==> src/verilog/psmc_defines.svh <==
`ifndef PSMC_DEFINES_SVH
`define PSMC_DEFINES_SVH

// ----------------------------------------------------------------
// Register byte offsets, record size and reset values
// ----------------------------------------------------------------
`define PSMC_OFF_CTRL     12'h080
`define PSMC_OFF_STATUS   12'h084
`define PSMC_OFF_MACREF0  12'h088
`define PSMC_OFF_MACREF3  12'h094
`define PSMC_REC_WORDS    32
`define PSMC_RST_WORD     32'h0000_0000
`define PSMC_RST_OP       2'h0

// ----------------------------------------------------------------
// Record word indices (32-bit words, little endian)
// ----------------------------------------------------------------
`define PSMC_W_ATTR_RSV_LO  2
`define PSMC_W_ATTR_RSV_HI  15
`define PSMC_W_TAG_LO       16
`define PSMC_W_META_RSV_LO  18
`define PSMC_W_META_RSV_HI  27
`define PSMC_W_MAC_LO       28
`define PSMC_W_MAC_HI       31

// ----------------------------------------------------------------
// Flags word bit positions
// ----------------------------------------------------------------
`define PSMC_FLG_READ    0
`define PSMC_FLG_WRITE   1
`define PSMC_FLG_EXEC    2
`define PSMC_FLG_AWAIT   3
`define PSMC_FLG_ALTER   4
`define PSMC_FLG_NARROW  5
`define PSMC_FLG_RSV_LO  6
`define PSMC_FLG_RSV_HI  7
`define PSMC_FLG_KIND_LO 8
`define PSMC_FLG_KIND_HI 15
`define PSMC_FLG_RSV2_LO 16

// ----------------------------------------------------------------
// Control and status bit positions
// ----------------------------------------------------------------
`define PSMC_CTL_START   0
`define PSMC_CTL_OP_LO   1
`define PSMC_CTL_OP_HI   2
`define PSMC_CTL_SSCAP   3
`define PSMC_ST_DONE     0
`define PSMC_ST_ACCEPT   1
`define PSMC_ST_REJECT   2
`define PSMC_ST_MALFORM  3
`define PSMC_ST_KINDRSV  4
`define PSMC_ST_MACBAD   5
`define PSMC_ST_PERM_LO  6
`define PSMC_ST_AWAIT    9
`define PSMC_ST_ALTER    10
`define PSMC_ST_NARROW   11
`define PSMC_ST_KIND_LO  12
`define PSMC_ST_KIND_HI  19
`define PSMC_ST_DEC_LO   20
`define PSMC_ST_DEC_HI   22

`endif

==> src/verilog/psmc_pkg.sv <==
package psmc_pkg;

  // Operation requested through the control register
  typedef enum logic [1:0] {
    PSMC_OP_ATTR   = 2'h0,
    PSMC_OP_RELOAD = 2'h1,
    PSMC_OP_EVICT  = 2'h2
  } psmc_op_e;

  // Checker states, Gray coded
  typedef enum logic [1:0] {
    PSMC_IDLE  = 2'h0,
    PSMC_CHECK = 2'h1
  } psmc_st_e;

  // Decoded page kind; 7 marks a reserved code
  typedef enum logic [2:0] {
    PSMC_KIND_CONTROL  = 3'h0,
    PSMC_KIND_THREAD   = 3'h1,
    PSMC_KIND_ORDINARY = 3'h2,
    PSMC_KIND_VERSION  = 3'h3,
    PSMC_KIND_CUTBACK  = 3'h4,
    PSMC_KIND_SS_HEAD  = 3'h5,
    PSMC_KIND_SS_TAIL  = 3'h6,
    PSMC_KIND_RSV      = 3'h7
  } psmc_kind_e;

  // Whole state of the checker
  typedef struct packed {
    psmc_st_e          st;
    logic [31:0][31:0] rec;
    logic [127:0]      mac_ref;
    psmc_op_e          op;
    logic              ss_cap;
    logic [31:0]       status;
    logic              restore;
    logic              reject;
    logic              ready;
    logic [31:0]       prdata;
    logic              pslverr;
  } psmc_state_s;

endpackage
==> src/verilog/psmc_page_check.sv <==
// The APB slave port and the register addresses are this design's own decisions.
`timescale 1ns/1ps
`default_nettype none
`include "psmc_defines.svh"

module psmc_page_check
  import psmc_pkg::*;
(
  // Clock and reset
  input  wire logic        CLK_SYS,
  input  wire logic        RST,
  // APB slave
  input  wire logic        PSEL,
  input  wire logic        PENABLE,
  input  wire logic        PWRITE,
  input  wire logic [11:0] PADDR,
  input  wire logic [31:0] PWDATA,
  input  wire logic [3:0]  PSTRB,
  output logic      [31:0] PRDATA,
  output logic             PREADY,
  output logic             PSLVERR,
  // Verdicts toward the page sequencer
  output logic             PAGE_RESTORE,
  output logic             PAGE_REJECT,
  output logic             RECORD_READY,
  output logic      [2:0]  PAGE_PERM
);

  // ----------------------------------------------------------------
  // State and field views
  // ----------------------------------------------------------------
  psmc_state_s s_reg;
  psmc_state_s s_next;

  logic [63:0]  flags;
  logic [7:0]   kind_code;
  psmc_kind_e   kind_dec;
  logic         flag_rsv_bad;
  logic         attr_rsv_bad;
  logic         meta_rsv_bad;
  logic         mac_bad;
  logic         malformed;
  logic         wr_acc;
  logic         rd_setup;
  logic [9:0]   word_addr;
  logic         hit_rec;
  logic         hit_ctrl;
  logic         hit_status;
  logic         hit_ref;
  logic [1:0]   ref_idx;

  // Byte-lane merge for APB4 strobes
  function automatic logic [31:0] merge(input logic [31:0] old, input logic [31:0] wd,
                                        input logic [3:0] st);
    logic [31:0] r;
    r = old;
    for (int i = 0; i < 4; i++) begin
      if (st[i]) begin
        r[8*i +: 8] = wd[8*i +: 8];
      end
    end
    return r;
  endfunction

  // ----------------------------------------------------------------
  // Record decode, purely combinational on the buffer
  // ----------------------------------------------------------------
  assign flags        = {s_reg.rec[1], s_reg.rec[0]};
  assign kind_code    = flags[`PSMC_FLG_KIND_HI:`PSMC_FLG_KIND_LO];
  assign flag_rsv_bad = (|flags[`PSMC_FLG_RSV_HI:`PSMC_FLG_RSV_LO])
                      | (|flags[63:`PSMC_FLG_RSV2_LO]);
  // Bytes 8..63 of the attribute block must be zero
  assign attr_rsv_bad = |s_reg.rec[`PSMC_W_ATTR_RSV_HI:`PSMC_W_ATTR_RSV_LO];
  // Bytes 72..111 of the record must be zero
  assign meta_rsv_bad = |s_reg.rec[`PSMC_W_META_RSV_HI:`PSMC_W_META_RSV_LO];
  // Code itself comes from the crypto engine; here it is compared, and on eviction copied into the record
  assign mac_bad      = s_reg.rec[`PSMC_W_MAC_HI:`PSMC_W_MAC_LO] != s_reg.mac_ref;
  assign malformed    = flag_rsv_bad | attr_rsv_bad | (kind_dec == PSMC_KIND_RSV);

  // Kind decoder; shadow-stack codes depend on the capability bit
  always_comb begin
    case (kind_code)
      8'h00:   kind_dec = PSMC_KIND_CONTROL;
      8'h01:   kind_dec = PSMC_KIND_THREAD;
      8'h02:   kind_dec = PSMC_KIND_ORDINARY;
      8'h03:   kind_dec = PSMC_KIND_VERSION;
      8'h04:   kind_dec = PSMC_KIND_CUTBACK;
      8'h05:   kind_dec = s_reg.ss_cap ? PSMC_KIND_SS_HEAD : PSMC_KIND_RSV;
      8'h06:   kind_dec = s_reg.ss_cap ? PSMC_KIND_SS_TAIL : PSMC_KIND_RSV;
      default: kind_dec = PSMC_KIND_RSV;
    endcase
  end

  // APB phases; zero wait states
  assign wr_acc   = PSEL & PENABLE & PWRITE;
  assign rd_setup = PSEL & ~PENABLE;

  // ----------------------------------------------------------------
  // Address decode
  // ----------------------------------------------------------------
  // Word index; the two low address bits are ignored
  assign word_addr  = PADDR[11:2];
  assign hit_rec    = PADDR[11:7] == 5'h00;
  assign hit_ctrl   = word_addr == 10'(`PSMC_OFF_CTRL >> 2);
  assign hit_status = word_addr == 10'(`PSMC_OFF_STATUS >> 2);
  assign hit_ref    = (word_addr >= 10'(`PSMC_OFF_MACREF0 >> 2))
                    && (word_addr <= 10'(`PSMC_OFF_MACREF3 >> 2));
  // Kept at two bits so the reference slot index can never leave its range
  assign ref_idx    = 2'(word_addr - 10'(`PSMC_OFF_MACREF0 >> 2));

  // ----------------------------------------------------------------
  // Next state
  // ----------------------------------------------------------------
  always_comb begin
    s_next         = s_reg;
    s_next.restore = 1'b0;
    s_next.reject  = 1'b0;
    s_next.ready   = 1'b0;

    // One-cycle check; verdict and decoded flags land in status
    case (s_reg.st)
      PSMC_CHECK: begin
        s_next.st = PSMC_IDLE;
        s_next.status[`PSMC_ST_DONE]    = 1'b1;
        s_next.status[`PSMC_ST_PERM_LO] = flags[`PSMC_FLG_READ];
        s_next.status[`PSMC_ST_PERM_LO + 1] = flags[`PSMC_FLG_WRITE];
        s_next.status[`PSMC_ST_PERM_LO + 2] = flags[`PSMC_FLG_EXEC];
        s_next.status[`PSMC_ST_AWAIT]   = flags[`PSMC_FLG_AWAIT];
        s_next.status[`PSMC_ST_ALTER]   = flags[`PSMC_FLG_ALTER];
        s_next.status[`PSMC_ST_NARROW]  = flags[`PSMC_FLG_NARROW];
        s_next.status[`PSMC_ST_KIND_HI:`PSMC_ST_KIND_LO] = kind_code;
        s_next.status[`PSMC_ST_DEC_HI:`PSMC_ST_DEC_LO]   = kind_dec;
        s_next.status[`PSMC_ST_KINDRSV] = kind_dec == PSMC_KIND_RSV;
        s_next.status[`PSMC_ST_MALFORM] = malformed;
        s_next.status[`PSMC_ST_MACBAD]  = mac_bad;
        case (s_reg.op)
          PSMC_OP_RELOAD: begin
            // Nothing is restored unless every field checks out
            if (malformed | meta_rsv_bad | mac_bad) begin
              s_next.reject = 1'b1;
              s_next.status[`PSMC_ST_REJECT] = 1'b1;
            end else begin
              s_next.restore = 1'b1;
              s_next.status[`PSMC_ST_ACCEPT] = 1'b1;
            end
          end
          PSMC_OP_EVICT: begin
            // Refuse to seal a malformed attribute copy
            if (malformed) begin
              s_next.reject = 1'b1;
              s_next.status[`PSMC_ST_REJECT] = 1'b1;
            end else begin
              for (int w = `PSMC_W_META_RSV_LO; w <= `PSMC_W_META_RSV_HI; w++) begin
                s_next.rec[w] = `PSMC_RST_WORD;
              end
              s_next.rec[`PSMC_W_MAC_HI:`PSMC_W_MAC_LO] = s_reg.mac_ref;
              s_next.ready = 1'b1;
              s_next.status[`PSMC_ST_ACCEPT] = 1'b1;
            end
          end
          default: begin
            s_next.status[`PSMC_ST_ACCEPT] = ~malformed;
            s_next.status[`PSMC_ST_REJECT] = malformed;
          end
        endcase
      end
      default: begin
        s_next.st = PSMC_IDLE;
      end
    endcase

    // Bus writes; the record window is exactly 32 words, no more
    if (wr_acc) begin
      if (hit_rec) begin
        s_next.rec[PADDR[6:2]] = merge(s_reg.rec[PADDR[6:2]], PWDATA, PSTRB);
      end else if (hit_ctrl) begin
        s_next.op     = psmc_op_e'(PWDATA[`PSMC_CTL_OP_HI:`PSMC_CTL_OP_LO]);
        s_next.ss_cap = PWDATA[`PSMC_CTL_SSCAP];
        if (PWDATA[`PSMC_CTL_START]) begin
          s_next.st     = PSMC_CHECK;
          s_next.status = `PSMC_RST_WORD;
        end
      end else if (hit_ref) begin
        s_next.mac_ref[32*ref_idx +: 32] =
          merge(s_reg.mac_ref[32*ref_idx +: 32], PWDATA, PSTRB);
      end
    end

    // Read data captured in the setup phase; unmapped gives an error
    if (rd_setup) begin
      s_next.prdata  = `PSMC_RST_WORD;
      s_next.pslverr = 1'b0;
      if (hit_rec) begin
        s_next.prdata = PWRITE ? `PSMC_RST_WORD : s_reg.rec[PADDR[6:2]];
      end else if (hit_ctrl) begin
        s_next.prdata = {28'h0, s_reg.ss_cap, s_reg.op, 1'b0};
      end else if (hit_status) begin
        s_next.prdata  = s_reg.status;
        s_next.pslverr = PWRITE;
      end else if (hit_ref) begin
        s_next.prdata = s_reg.mac_ref[32*ref_idx +: 32];
      end else begin
        s_next.pslverr = 1'b1;
      end
    end
  end

  // ----------------------------------------------------------------
  // State register
  // ----------------------------------------------------------------
  always_ff @(posedge CLK_SYS) begin
    if (RST) begin
      s_reg    <= '0;
      s_reg.st <= PSMC_IDLE;
      s_reg.op <= psmc_op_e'(`PSMC_RST_OP);
    end else begin
      s_reg <= s_next;
    end
  end

  // ----------------------------------------------------------------
  // Outputs
  // ----------------------------------------------------------------
  assign PRDATA       = s_reg.prdata;
  assign PSLVERR      = s_reg.pslverr & PSEL & PENABLE;
  assign PREADY       = PSEL & PENABLE;
  assign PAGE_RESTORE = s_reg.restore;
  assign PAGE_REJECT  = s_reg.reject;
  assign RECORD_READY = s_reg.ready;
  assign PAGE_PERM    = s_reg.status[`PSMC_ST_PERM_LO +: 3];

  logic chk;
  assign chk = s_reg.st == PSMC_CHECK;
endmodule // psmc_page_check

`default_nettype wire

==> config.mk <==
export PLATFORM = sky130hd
export DESIGN_NAME = psmc_page_check
export DESIGN_NICKNAME = d
export VERILOG_FILES = /design/src/verilog/psmc_pkg.sv /design/src/verilog/psmc_page_check.sv
export VERILOG_INCLUDE_DIRS = /design/src /design/src/verilog
export SDC_FILE = /design/constraint.sdc
export NUM_CORES = 2
export LEC_CHECK = 0
export BUFFER_PORTS_ARGS = -buffer_cell sky130_fd_sc_hd__clkbuf_2
export CAP_MARGIN = 0
export CORE_UTILIZATION = 33
export DETAILED_ROUTE_END_ITERATION = 7
export PLACE_DENSITY = 0.59
export SLEW_MARGIN = 20
export SYNTH_ARGS = -nofsm -noshare
export SYNTH_HDL_FRONTEND = slang
export SYNTH_SLANG_ARGS = --single-unit
==> constraint.sdc <==
create_clock -name CLK_SYS -period 3.8 [get_ports CLK_SYS]
set_input_delay 0 -clock CLK_SYS [delete_from_list [all_inputs] [get_ports CLK_SYS]]
set_output_delay 0 -clock CLK_SYS [all_outputs]
set_load 0.005 [all_outputs]
==> metrics.cfg <==
[synthesis]
syn_area_sq_mm = 0.0538
ys_ff_latch = 1215
avgSynthCellArea_sq_um = 9.87
yosys_warnings = 0
synth_fp_nets = 5511
synth_edf_count = 0
postSynthCellCount = 5448
ys.flop_type = dfxtp_1
yosysSeqAreaShare_pct = 45.2
async_reset_ff_share_pct = 0
synth_cell_types = 53

[worst_setup_path]
required_ns = 4.36
path_max_fanout = 3
cp.arrival_ns = 4.15
path_class = reg -> reg
crit_path_end_kind = register
start_kind = register

[timing]
slew_violations = 0
fin_crit_ns = 3.59
relSlewSlack_pct = 22.4
fmax_mhz = 278
setup_violations = 0
rsz0062_at_grt = no
worstMarginPinSlew_ns = 1.16
final.setup.tns_ns = 0
min_period_over_period_pct = 94.6
hold_viol = 0
worst_slack_ns = 0.207
fin_skew_ns = 0.0521

[route]
firstDrtPassIters = 6
routedWlPerCell_um = 28.7
wirelength_mm = 219
drc_errors = 0
via_count = 47539
antenna_left = 0
vias_per_cell = 6.23
drt_iter0_drc = 6915

[grt]
grt_max_degree = 186
grt_pass1_vias = 44137
grt_antenna_before_repair = 25
grt_pass1_wl_mm = 315
overflow = 0
grt.total_usage_pct = 25.9

[cts]
cts_setup_buffers = 0
numCtsBuffers = 117
clockBufferDepth = 3
cts_tree = yes
clock_sinks = 1215
cts.root.buffer_cell = clkbuf_16
post_cts_resized = 0
h-tree-depth = 3
clkTransAtPathRegs_ns = 0.06
clk_latency_ns = 0.77

[layout]
fin_util_pct = 38.5
layout-area-overhead-vs-synth_pct = 15.2
final_layout_size_suffix_gt1_share_pct = 18.8
fill_cells = 15886
multi_input_area_sq_mm = 0.0271
num-nets-final = 5425
register_area_sq_mm = 0.0243

[die]
fp-row-count = 147
die_x_um = 406
die_area_sq_mm = 0.165
die_y_um = 406
ios = 93
coreArea_sq_mm = 0.161
initial_core_util_pct = 33.4

[outcome]
status = finished, final reports clean

[power]
finalPower_mw = 27.1
irDropWorstVdd_uv = 377
p_leak_nw = 20.6
powerDensity_mw_per_mm2 = 437

[flow_run]
maxCapViolCount = 0

[place]
post-place-ws_ns = 0.385
dp_hpwl_mm = 145
port_buffers = 90
place.gp.congestion = 0.984

[min_path]
hold_path_class = in -> reg

## layout by cell type (no fill, tap or decap), types with 10 or more instances in the layout
master	Yosys	routed
ha_1	10	10
a2bb2oi_2	10	10
nand2_1	702	702
nor4_1	232	230
a22oi_1	99	99
xnor2_1	128	128
a221oi_1	31	31
clkbuf_16	0	118
clkbuf_2	0	85
o21ai_1	320	320
mux2i_1	148	146
buf_12	0	56
dlygate4sd3_1	0	48
clkinv_2	0	29
o21ai_0	287	287
nor3_1	14	13
buf_4	46	184
mux2_2	62	62
clkbuf_8	0	30
clkbuf_1	340	17
mux4_2	352	352
nor2_2	0	11
bufinv_16	0	17
mux2i_4	3	31
a21oi_1	82	78
dfxtp_1	1215	1214
nand3_1	351	351
nor2_1	209	195
nand4_1	86	86
o22ai_1	435	435
## through the flow
stage / hold WS, ns / cells / cell area [sq um]
floorplan: 0.110 / 5448 / 53800
global placement: 0.343 / 7353 / 57200
detailed placement: 0.344 / 7354 / 57200
CTS: 0.00797 / 7624 / 61900
global route: 0.110 / 7626 / 61900
finish: 0.0473 / 7633 / 62000
## routing by layer
metal / share of wire (%) / GRT usage [%]
met5: 0.022 / 0
met4: 6.2 / 14.6
met3: 13 / 7.18
met2: 43 / 37.7
met1: 38 / 34.5
## path summary, 6_finish.rpt
kind	start	slack, ns	endpoint	cells after the start
worst max-delay path	s_reg[864]$_SDFF_PP0_	0.21	PAGE_REJECT$_SDFF_PP0_	7
worst min-delay path	PADDR[6]	0.05	PRDATA[2]$_SDFFE_PP0P_	6
worst max register to register	s_reg[864]$_SDFF_PP0_	0.21	PAGE_REJECT$_SDFF_PP0_	7
worst min register to register	register	0.45	register	2
## report_power, final
group	switching, mW	internal, mW	total, mW
sequential	0.0166	12.8	12.8
combinational	1.03	0.443	1.47
clock	5.40	7.45	12.8
## synth_stat cells, types with 2 or more instances
cell type | count | area share (%)
and3_1 | 5 | 0.058
nor4_2 | 3 | 0.070
a211oi_1 | 4 | 0.056
mux4_2 | 352 | 15
inv_1 | 9 | 0.063
nand3_1 | 351 | 3.3
buf_1 | 35 | 0.24
nor2b_1 | 4 | 0.047
nor2_1 | 209 | 1.5
buf_2 | 154 | 1.4
o22ai_1 | 435 | 5.1
mux2i_4 | 3 | 0.13
clkbuf_1 | 340 | 2.4
nor3_2 | 6 | 0.11
mux2i_2 | 26 | 0.67
o21ai_0 | 287 | 2.7
a221oi_1 | 31 | 0.51
a21oi_1 | 82 | 0.76
mux2i_1 | 148 | 2.8
o21ai_1 | 320 | 3.0
a2bb2oi_2 | 10 | 0.28
buf_6 | 8 | 0.17
or4_1 | 3 | 0.042
and2_1 | 7 | 0.081
nand2_1 | 702 | 4.9
xnor2_1 | 128 | 2.1
a22oi_1 | 99 | 1.4
ha_1 | 10 | 0.23
mux2_2 | 62 | 1.3
dfxtp_1 | 1215 | 45
nand2b_1 | 2 | 0.023
buf_4 | 46 | 0.64
nor3_1 | 14 | 0.13
nand4_1 | 86 | 1.0
nor4_1 | 232 | 2.7
a311oi_1 | 2 | 0.033
or3b_2 | 2 | 0.033
## final cells by class
class / instances / area share (%)
antenna: 8 / 0.0323
clock buffer: 165 / 5.54
clock inverter: 57 / 1.28
inverter: 10 / 0.0727
multi-input combinational: 3640 / 43.8
sequential: 1215 / 39.3
tap: 2160 / 4.36
timing repair buffer: 378 / 5.63
## worst max-delay path, cell delays in order, from the launching register on
cell and delay [ns]:
dfxtp_1 0.32, nor4_1 0.61, nand4_1 0.20, nor4_1 0.63
nand3_1 0.53, nor4_1 0.49, a21boi_0 0.16, o2111a_1 0.42
## logic make-up after synthesis
group	Yosys count	synth area share [%]
mux	591	19.6
buf+inv	593	4.93
xor+xnor	128	2.09
fa+ha+maj	11	0.251
simple gates	1632	14.0
compound gates	1278	13.9
flops	1215	45.2
## what timing repair did
| item | in CTS | in global routing |
|---|---|---|
| endpoints found under the hold margin | 1178 | 0 |
| endpoints found under the setup margin | 0 | 0 |
| hold buffers | 48 | 0 |
(Power assumes the default switching activity.)
